===== src/amr_defines.svh =====
`ifndef AMR_DEFINES_SVH
`define AMR_DEFINES_SVH

// ****************************************
// register byte offsets
// ****************************************
`define AMR_OFS_MON1_CTRL 8'h00
`define AMR_OFS_RESULT0 8'h04
`define AMR_OFS_RESULT1 8'h08
`define AMR_OFS_SOFT_RST 8'h0c
`define AMR_OFS_IRQ_STATUS 8'h10
`define AMR_OFS_IRQ_MASK 8'h14

// ****************************************
// field positions
// ****************************************
`define AMR_CTRL_EN_BIT 0
`define AMR_CTRL_SEL_LSB 1
`define AMR_CTRL_SEL_MSB 4
`define AMR_CTRL_DIR_BIT 5
`define AMR_RES_VAL_LSB 6
`define AMR_RES_VAL_MSB 15
`define AMR_RES_OVR_BIT 1
`define AMR_RES_RF_BIT 0
`define AMR_SRST_LSB 0
`define AMR_SRST_MSB 1
`define AMR_IRQ_MON1_BIT 0
`define AMR_IRQ_RESULT0_OVERRUN_BIT 1
`define AMR_IRQ_RESULT1_OVERRUN_BIT 2

// ****************************************
// values
// ****************************************
`define AMR_RESET_WORD 32'h0000_0000
`define AMR_SRST_ARM 2'h2
`define AMR_SRST_FIRE 2'h1
`define AMR_RESULT_W 10
`define AMR_IRQ_W 3
// index that the sequencer gives the top-priority result
`define AMR_TOP_PRIO_IDX 4'h8

`endif


===== src/amr_pkg.sv =====
package amr_pkg;

  // one store of a conversion result, from the sequencer
  typedef struct packed {
    logic valid;
    logic [3:0] index;
    logic [9:0] data;
  } amr_result_evt_t;

  typedef struct packed {
    logic dir;
    logic [3:0] sel;
    logic en;
  } amr_ctrl_t;

  typedef enum {
    AMR_REG_CTRL,
    AMR_REG_RES0,
    AMR_REG_RES1,
    AMR_REG_SRST,
    AMR_REG_STAT,
    AMR_REG_MASK,
    AMR_REG_NONE
  } amr_reg_t;

  typedef enum {
    AMR_SR_IDLE,
    AMR_SR_ARMED
  } amr_srst_t;

endpackage


===== src/amr_result_reg.sv =====
`timescale 1ns/1ns
`include "amr_defines.svh"
module amr_result_reg #(
  parameter int W = `AMR_RESULT_W
) (
  input wire logic clk_in,
  input wire logic rst_in,
  input wire logic store_in,
  input wire logic [W-1:0] data_in,
  input wire logic read_in,
  input wire logic seen_ovr_in,
  output logic [W-1:0] value_out,
  output logic ovr_out,
  output logic stored_out
);
  logic [W-1:0] value_q, value_d;
  logic ovr_q, ovr_d;
  logic rf_q, rf_d;

  always_comb begin
    value_d = value_q;
    ovr_d = ovr_q;
    rf_d = rf_q;
    // only an overrun flag that software actually saw is cleared; the result flag clears on any read
    if (read_in && seen_ovr_in) begin
      ovr_d = 1'b0;
    end
    if (read_in) begin
      rf_d = 1'b0;
    end
    // a store in the clearing cycle wins
    if (store_in) begin
      value_d = data_in;
      rf_d = 1'b1;
      if (rf_q && !read_in) begin
        ovr_d = 1'b1;
      end
    end
  end

  always_ff @(posedge clk_in) begin
    if (rst_in) begin
      value_q <= '0;
      ovr_q <= 1'b0;
      rf_q <= 1'b0;
    end else begin
      value_q <= value_d;
      ovr_q <= ovr_d;
      rf_q <= rf_d;
    end
  end

  assign value_out = value_q;
  assign ovr_out = ovr_q;
  assign stored_out = rf_q;
endmodule


===== src/amr_top.sv =====
`timescale 1ns/1ns
`include "amr_defines.svh"
module amr_top #(
  parameter int RW = `AMR_RESULT_W,
  parameter int NRES = 2
) (
  input wire logic clk_in,
  input wire logic rst_in,
  input wire logic [7:0] avs_address_in,
  input wire logic avs_read_in,
  input wire logic avs_write_in,
  input wire logic [31:0] avs_writedata_in,
  input wire logic [3:0] avs_byteenable_in,
  output logic [31:0] avs_readdata_out,
  output logic avs_waitrequest_out,
  input wire amr_pkg::amr_result_evt_t result_evt_in,
  input wire logic [RW-1:0] cmp1_value_in,
  output amr_pkg::amr_ctrl_t monitor1_control_out,
  output logic monitor1_match_out,
  output logic soft_reset_out,
  output logic irq_out
);
  import amr_pkg::*;

  // ****************************************
  // address decode
  // ****************************************
  function automatic amr_reg_t decode_addr(input logic [7:0] a);
    amr_reg_t r;
    r = AMR_REG_NONE;
    if (a == `AMR_OFS_MON1_CTRL) begin
      r = AMR_REG_CTRL;
    end else if (a == `AMR_OFS_RESULT0) begin
      r = AMR_REG_RES0;
    end else if (a == `AMR_OFS_RESULT1) begin
      r = AMR_REG_RES1;
    end else if (a == `AMR_OFS_SOFT_RST) begin
      r = AMR_REG_SRST;
    end else if (a == `AMR_OFS_IRQ_STATUS) begin
      r = AMR_REG_STAT;
    end else if (a == `AMR_OFS_IRQ_MASK) begin
      r = AMR_REG_MASK;
    end
    return r;
  endfunction

  // ****************************************
  // helpers
  // ****************************************
  // a write lands only at completion and only with the low byte lane on
  function automatic logic lane0_hit(input logic wd, input logic be0, input amr_reg_t at,
    input amr_reg_t want);
    return wd && be0 && (at == want);
  endfunction

  // every result register shares one word layout
  function automatic logic [31:0] result_word(input logic [RW-1:0] v, input logic o, input logic f);
    logic [31:0] w;
    w = `AMR_RESET_WORD;
    w[`AMR_RES_VAL_MSB:`AMR_RES_VAL_LSB] = v;
    w[`AMR_RES_OVR_BIT] = o;
    w[`AMR_RES_RF_BIT] = f;
    return w;
  endfunction

  // ****************************************
  // declarations
  // ****************************************
  logic wait_q, wait_d;
  logic [31:0] rdata_q, rdata_d;
  amr_reg_t cur_reg;
  logic take, done, wr_done, rd_done;
  logic clr;
  amr_ctrl_t ctrl_q, ctrl_d;
  amr_srst_t sr_q, sr_d;
  logic srst_q, srst_d;
  logic hit_q, hit_d;
  logic [3:0] sel_idx;
  logic sel_store;
  logic below, above;
  logic [`AMR_IRQ_W-1:0] stat_q, stat_d;
  logic [`AMR_IRQ_W-1:0] mask_q, mask_d;
  logic [`AMR_IRQ_W-1:0] ev;
  logic irq_q, irq_d;
  logic [NRES-1:0] res_store;
  logic [NRES-1:0] res_read;
  logic [NRES-1:0] res_ovr;
  logic [NRES-1:0] res_rf;
  logic [NRES-1:0] res_ovr_ev;
  logic [RW-1:0] res_val [NRES];

  assign cur_reg = decode_addr(avs_address_in);
  // register state, bus state excluded, follows soft reset too
  assign clr = rst_in | srst_q;

  // ****************************************
  // bus slave
  // ****************************************
  // first cycle of a request captures read data, second completes it;
  // write effects and read side effects happen only at completion
  assign take = (avs_read_in | avs_write_in) & wait_q;
  assign done = (avs_read_in | avs_write_in) & ~wait_q;
  assign wr_done = done & avs_write_in;
  assign rd_done = done & avs_read_in;

  always_comb begin
    wait_d = 1'b1;
    rdata_d = rdata_q;
    if (take) begin
      wait_d = 1'b0;
      rdata_d = `AMR_RESET_WORD;
      if (avs_read_in) begin
        if (cur_reg == AMR_REG_CTRL) begin
          rdata_d[`AMR_CTRL_DIR_BIT] = ctrl_q.dir;
          rdata_d[`AMR_CTRL_SEL_MSB:`AMR_CTRL_SEL_LSB] = ctrl_q.sel;
          rdata_d[`AMR_CTRL_EN_BIT] = ctrl_q.en;
        end else if (cur_reg == AMR_REG_RES0) begin
          rdata_d = result_word(res_val[0], res_ovr[0], res_rf[0]);
        end else if (cur_reg == AMR_REG_RES1) begin
          rdata_d = result_word(res_val[1], res_ovr[1], res_rf[1]);
        end else if (cur_reg == AMR_REG_STAT) begin
          rdata_d[`AMR_IRQ_W-1:0] = stat_q;
        end else if (cur_reg == AMR_REG_MASK) begin
          rdata_d[`AMR_IRQ_W-1:0] = mask_q;
        end
      end
    end
  end

  always_ff @(posedge clk_in) begin
    if (rst_in) begin
      wait_q <= 1'b1;
      rdata_q <= `AMR_RESET_WORD;
    end else begin
      wait_q <= wait_d;
      rdata_q <= rdata_d;
    end
  end

  // ****************************************
  // monitor 1 control
  // ****************************************
  always_comb begin
    ctrl_d = ctrl_q;
    if (lane0_hit(wr_done, avs_byteenable_in[0], cur_reg, AMR_REG_CTRL)) begin
      ctrl_d.dir = avs_writedata_in[`AMR_CTRL_DIR_BIT];
      ctrl_d.sel = avs_writedata_in[`AMR_CTRL_SEL_MSB:`AMR_CTRL_SEL_LSB];
      ctrl_d.en = avs_writedata_in[`AMR_CTRL_EN_BIT];
    end
  end

  always_ff @(posedge clk_in) begin
    if (clr) begin
      ctrl_q <= '0;
    end else begin
      ctrl_q <= ctrl_d;
    end
  end

  // ****************************************
  // soft reset sequence
  // ****************************************
  // any other value written to this register, except a repeated 10, breaks the sequence, so a stray 01 never resets
  always_comb begin
    sr_d = sr_q;
    srst_d = 1'b0;
    if (lane0_hit(wr_done, avs_byteenable_in[0], cur_reg, AMR_REG_SRST)) begin
      case (sr_q)
        AMR_SR_IDLE: begin
          if (avs_writedata_in[`AMR_SRST_MSB:`AMR_SRST_LSB] == `AMR_SRST_ARM) begin
            sr_d = AMR_SR_ARMED;
          end
        end
        AMR_SR_ARMED: begin
          if (avs_writedata_in[`AMR_SRST_MSB:`AMR_SRST_LSB] == `AMR_SRST_FIRE) begin
            srst_d = 1'b1;
            sr_d = AMR_SR_IDLE;
          end else if (avs_writedata_in[`AMR_SRST_MSB:`AMR_SRST_LSB] != `AMR_SRST_ARM) begin
            sr_d = AMR_SR_IDLE;
          end
        end
        default: begin
          sr_d = AMR_SR_IDLE;
        end
      endcase
    end
  end

  always_ff @(posedge clk_in) begin
    if (clr) begin
      sr_q <= AMR_SR_IDLE;
    end else begin
      sr_q <= sr_d;
    end
  end

  always_ff @(posedge clk_in) begin
    if (rst_in) begin
      srst_q <= 1'b0;
    end else begin
      srst_q <= srst_d;
    end
  end

  // ****************************************
  // result registers
  // ****************************************
  // only results 0 and 1 are held here; other indices only feed the monitor
  genvar gi;
  generate
    for (gi = 0; gi < NRES; gi++) begin : g_res
      assign res_store[gi] = result_evt_in.valid && (result_evt_in.index == 4'(gi));
      assign res_read[gi] = rd_done && (cur_reg == (gi == 0 ? AMR_REG_RES0 : AMR_REG_RES1));
      // overrun event mirrors the flag's own set condition
      assign res_ovr_ev[gi] = res_store[gi] & res_rf[gi] & ~res_read[gi];
      amr_result_reg #(
        .W(RW)
      ) u_res (
        .clk_in(clk_in),
        .rst_in(clr),
        .store_in(res_store[gi]),
        .data_in(result_evt_in.data),
        .read_in(res_read[gi]),
        .seen_ovr_in(rdata_q[`AMR_RES_OVR_BIT]),
        .value_out(res_val[gi]),
        .ovr_out(res_ovr[gi]),
        .stored_out(res_rf[gi])
      );
    end
  endgenerate

  // ****************************************
  // monitor 1 compare
  // ****************************************
  // codes 8..15 all map to the top-priority register
  assign sel_idx = ctrl_q.sel[3] ? `AMR_TOP_PRIO_IDX : {1'b0, ctrl_q.sel[2:0]};
  assign sel_store = result_evt_in.valid && (result_evt_in.index == sel_idx);
  // the incoming value is compared, so a hit costs no cycle after the store
  assign below = result_evt_in.data < cmp1_value_in;
  assign above = result_evt_in.data > cmp1_value_in;

  always_comb begin
    hit_d = 1'b0;
    if (ctrl_q.en && sel_store) begin
      hit_d = ctrl_q.dir ? above : below;
    end
  end

  always_ff @(posedge clk_in) begin
    if (clr) begin
      hit_q <= 1'b0;
    end else begin
      hit_q <= hit_d;
    end
  end

  // ****************************************
  // interrupts
  // ****************************************
  always_comb begin
    ev = '0;
    // a hit in flight when the enable drops raises no interrupt
    ev[`AMR_IRQ_MON1_BIT] = hit_q & ctrl_q.en;
    ev[`AMR_IRQ_RESULT0_OVERRUN_BIT] = res_ovr_ev[0];
    ev[`AMR_IRQ_RESULT1_OVERRUN_BIT] = res_ovr_ev[1];
  end

  always_comb begin
    stat_d = stat_q;
    mask_d = mask_q;
    if (lane0_hit(wr_done, avs_byteenable_in[0], cur_reg, AMR_REG_STAT)) begin
      stat_d = stat_q & ~avs_writedata_in[`AMR_IRQ_W-1:0];
    end
    if (lane0_hit(wr_done, avs_byteenable_in[0], cur_reg, AMR_REG_MASK)) begin
      mask_d = avs_writedata_in[`AMR_IRQ_W-1:0];
    end
    // new events beat a clear in the same cycle
    stat_d = stat_d | ev;
    // irq follows next-state status, so it rises with the status bit
    irq_d = |(stat_d & mask_d);
  end

  always_ff @(posedge clk_in) begin
    if (clr) begin
      stat_q <= '0;
      mask_q <= '0;
      irq_q <= 1'b0;
    end else begin
      stat_q <= stat_d;
      mask_q <= mask_d;
      irq_q <= irq_d;
    end
  end

  // ****************************************
  // outputs
  // ****************************************
  assign avs_readdata_out = rdata_q;
  assign avs_waitrequest_out = wait_q;
  assign monitor1_control_out = ctrl_q;
  assign monitor1_match_out = hit_q;
  assign soft_reset_out = srst_q;
  assign irq_out = irq_q;
endmodule


===== config.mk =====
export PLATFORM = sky130hd
export DESIGN_NAME = amr_top
export DESIGN_NICKNAME = d
export VERILOG_FILES = /design/src/amr_pkg.sv /design/src/amr_result_reg.sv /design/src/amr_top.sv
export VERILOG_INCLUDE_DIRS = /design/src
export SDC_FILE = /design/constraint.sdc
export NUM_CORES = 1
export LEC_CHECK = 0
export BUFFER_PORTS_ARGS = -buffer_cell sky130_fd_sc_hd__buf_2
export CORE_MARGIN = 2
export CORE_UTILIZATION = 46
export DETAILED_ROUTE_END_ITERATION = 12
export PLACE_DENSITY = 0.78
export SLEW_MARGIN = 25
export SYNTH_ARGS = -nofsm -noshare
export SYNTH_HDL_FRONTEND = slang
export SYNTH_SLANG_ARGS = --single-unit

===== constraint.sdc =====
create_clock -name clk_in -period 3.6 [get_ports clk_in]
set_clock_uncertainty 0.15 [all_clocks]
set_input_delay 0.36 -clock clk_in [delete_from_list [all_inputs] [get_ports clk_in]]
set_output_delay 0.36 -clock clk_in [all_outputs]
set_load 0.02 [all_outputs]

==> results.json <==
{
  "fin_area_um2": 3310,
  "endpoint_kind": "flop",
  "cts.sinks": 57,
  "rows": 28,
  "crit_end": "irq_out$_SDFF_PP0_",
  "ios": 115,
  "finalSetupViolCount": 0,
  "grt_pass1_wl_um": 11000,
  "cts-root-buf": "clkbuf_8",
  "final_util_pct": 55.9,
  "synthToLayoutAreaGrowth_pct": 18.1,
  "worstPathCellList": "buf_2 -> nor4_4 -> and3_1 -> nand2_1 -> a32o_1 -> a211o_1",
  "layout_common_cells": "buf_2 (69), dfxtp_1 (57), nor2_1 (41)",
  "post_cts_buffers": 0,
  "ff2ff_path_depth": 5,
  "slowest_stage": "and3_1",
  "holdPathStages": 3,
  "ir_drop_mv": 0.214,
  "post_drt_via_cell_ratio": 5.46,
  "ys_ff_latch": 57,
  "grt_pass1_vias": 2355,
  "power_density_nw_per_um2": 394,
  "multi_input_area_um2": 1480,
  "fin_nets": 468,
  "tightest_slew_ns": 0.742,
  "core_area_um2": 5920,
  "synth_cells": 319,
  "firstDrtPassIters": 4,
  "diodes": 0,
  "dp_hpwl_um": 4950,
  "outcome": "finished clean",
  "start_util_pct": 47.4,
  "drcViolationCount": 0,
  "ant_nets": 0,
  "ys_types": 50,
  "grt_max_degree": 41,
  "critical-path-max-stage-delay_ns": 0.54,
  "drv_cap": 0,
  "fill_cells": 555,
  "dieArea_um2": 6740,
  "cts_tree": "built",
  "synth_area_um2": 2810,
  "drive_above_1_share_pct": 23.8,
  "synth_top_area_cell": "dfxtp_1",
  "fin_crit_sh_pct": 58.9,
  "worstSetupStartpointType": "primary input",
  "numPortBuffers": 69,
  "worstPathMaxFanout": 12,
  "min-delay-path-class": "in -> reg",
  "finalHoldViolCount": 0,
  "yosys_warnings": 0,
  "final_common_cell": "buf_2",
  "grt_remaining_overflow": 0,
  "rsz0062_at_grt": "no",
  "synthTopCellsByArea": "dfxtp_1 (41%), mux2i_1 (7.1%), nor2_1 (5.5%)",
  "dieWidth_um": 82.1,
  "startpoint": "avs_address_in[7]",
  "fin_tns_setup_ns": 0,
  "drtIter0Drc": 273,
  "clockBufferDepth": 2,
  "synth_seq_area_share_pct": 40.7,
  "clock_latency_ns": 0.34,
  "postCtsResizedCells": 0,
  "cts_buffers": 9,
  "postSynthAreaPerCell_um2": 8.79,
  "vias": 2538,
  "gp_congestion": 0.835,
  "wl_per_cell_um": 14.8,
  "worstSetupPathType": "in -> reg",
  "required_ns": 3.67,
  "slew_viol_final": 0,
  "hold_ws_ns": 0.109,
  "timing.rr.end": "irq_out$_SDFF_PP0_",
  "track_usage_pct": 21.4,
  "clk_pin_slew_worst_paths_ns": 0.07,
  "antenna_found_initial": 0,
  "timing.rr.start": "avs_waitrequest_out$_SDFF_PP1_",
  "dpl_cell_area_um2": 3130,
  "dieHeight_um": 82.1,
  "reg2reg_slack_ns": 1.73,
  "regArea_um2": 1140,
  "htree_levels": 3,
  "min_period_ns": 2.12,
  "max_slew_margin_pct": 50.5,
  "cp.arrival_ns": 2.19,
  "leakage_nw": 1.46,
  "holdBufCountCts": 0,
  "fmax_mhz": 471,
  "routed_wl_um": 6890,
  "yosys.area.top_type_share_pct": 40.7
}
==> metal layers <==
metal | vias to the layer above | wire length, um | track usage (%)
met5 | - | 0 | 0
met1 | 1186 | 2950 | 27.9
li1 | 1234 | - | -
met4 | 0 | 110 | 9.00
met2 | 109 | 3280 | 34.4
met3 | 9 | 545 | 4.67
==> area by class of cell <==
type / instances / area share (%)
Sequential cell: 57 / 34.5
Timing Repair Buffer: 71 / 10.9
Inverter: 14 / 1.59
Multi-Input combinational cell: 232 / 44.8
Clock inverter: 5 / 0.907
Clock buffer: 11 / 4.57
Tap cell: 75 / 2.83
==> worst min-delay path by stage <==
stage | start | end
floorplan | sr_q[0]$_SDFFE_PP0P_ | soft_reset_out$_SDFF_PP0_
global placement | sr_q[0]$_SDFFE_PP0P_ | soft_reset_out$_SDFF_PP0_
detailed placement | sr_q[0]$_SDFFE_PP0P_ | soft_reset_out$_SDFF_PP0_
CTS | avs_writedata_in[1] | soft_reset_out$_SDFF_PP0_
global route | avs_writedata_in[1] | soft_reset_out$_SDFF_PP0_
finish | avs_writedata_in[5] | monitor1_control_out[5]$_SDFFE_PP0P_
==> logic make-up after synthesis <==
kind of cell / Yosys count / share of synthesized area, %
other cells: 1 / 0.134
simple gates: 117 / 21.5
xor+xnor: 1 / 0.312
mux: 20 / 7.14
fa+ha+maj: 10 / 4.46
compound gates: 68 / 17.4
flops: 57 / 40.7
buf+inv: 45 / 8.47
==> cells in the mapped netlist (all sizes together) <==
cell,instances
dfxtp,57
nor2,41
nand2,34
buf,22
mux2i,20
a22oi,17
a21oi,15
inv,14
a2bb2oi,10
ha,10
clkbuf,9
nor2b,7
nand4,6
nand3,5
o21ai,5
a211oi,4
nor3,4
a32oi,3
nor4,3
nor4b,3
a221oi,2
and2,2
and3,2
nand2b,2
nand3b,2
or2,2
a2111oi,1
a211o,1
a311oi,1
a31oi,1
a32o,1
and3b,1
conb,1
nor3b,1
o21a,1
o21bai,1
o221ai,1
o22ai,1
o2bb2ai,1
o31ai,1
o41ai,1
or3b,1
or4,1
xor2,1
==> report_power, final <==
part           switching [W]  leakage (nW)  internal, W
sequential        0.00000337         0.460     0.000635
clock               0.000255        0.0911     0.000283
combinational      0.0000840         0.910    0.0000458
total               0.000343          1.46     0.000964
==> critical path, delay by kind of cell <==
family / cells / cell delay [ns]
buf+inv: 1 / 0.13
simple gates: 3 / 1.13
compound gates: 2 / 0.56
==> sequential cells by signal, summed over array words and instances, names as in the netlist <==
| signal | flops |
|---|---|
| irq_out | 1 |
| g_res.u_res.ovr_out | 2 |
| soft_reset_out | 1 |
| avs_waitrequest_out | 1 |
| sr_q | 1 |
| g_res.u_res.stored_out | 2 |
| monitor1_match_out | 1 |
| mask_q | 3 |
| monitor1_control_out | 6 |
| avs_readdata_out | 16 |
| g_res.u_res.value_out | 20 |
| stat_q | 3 |
==> through the flow <==
stage / setup WS, ns / std cells / total power, W
final: 1.48 / 465 / 0.00131
after global routing: 1.31 / 465 / 0.00135
after CTS: 1.45 / 465 / 0.00131
after detailed placement: 1.09 / 449 / 0.000782
after global placement: 1.13 / 449 / 0.000777
after floorplan: 1.68 / 334 / 0.000739
Power figures use the tool's default switching activity.
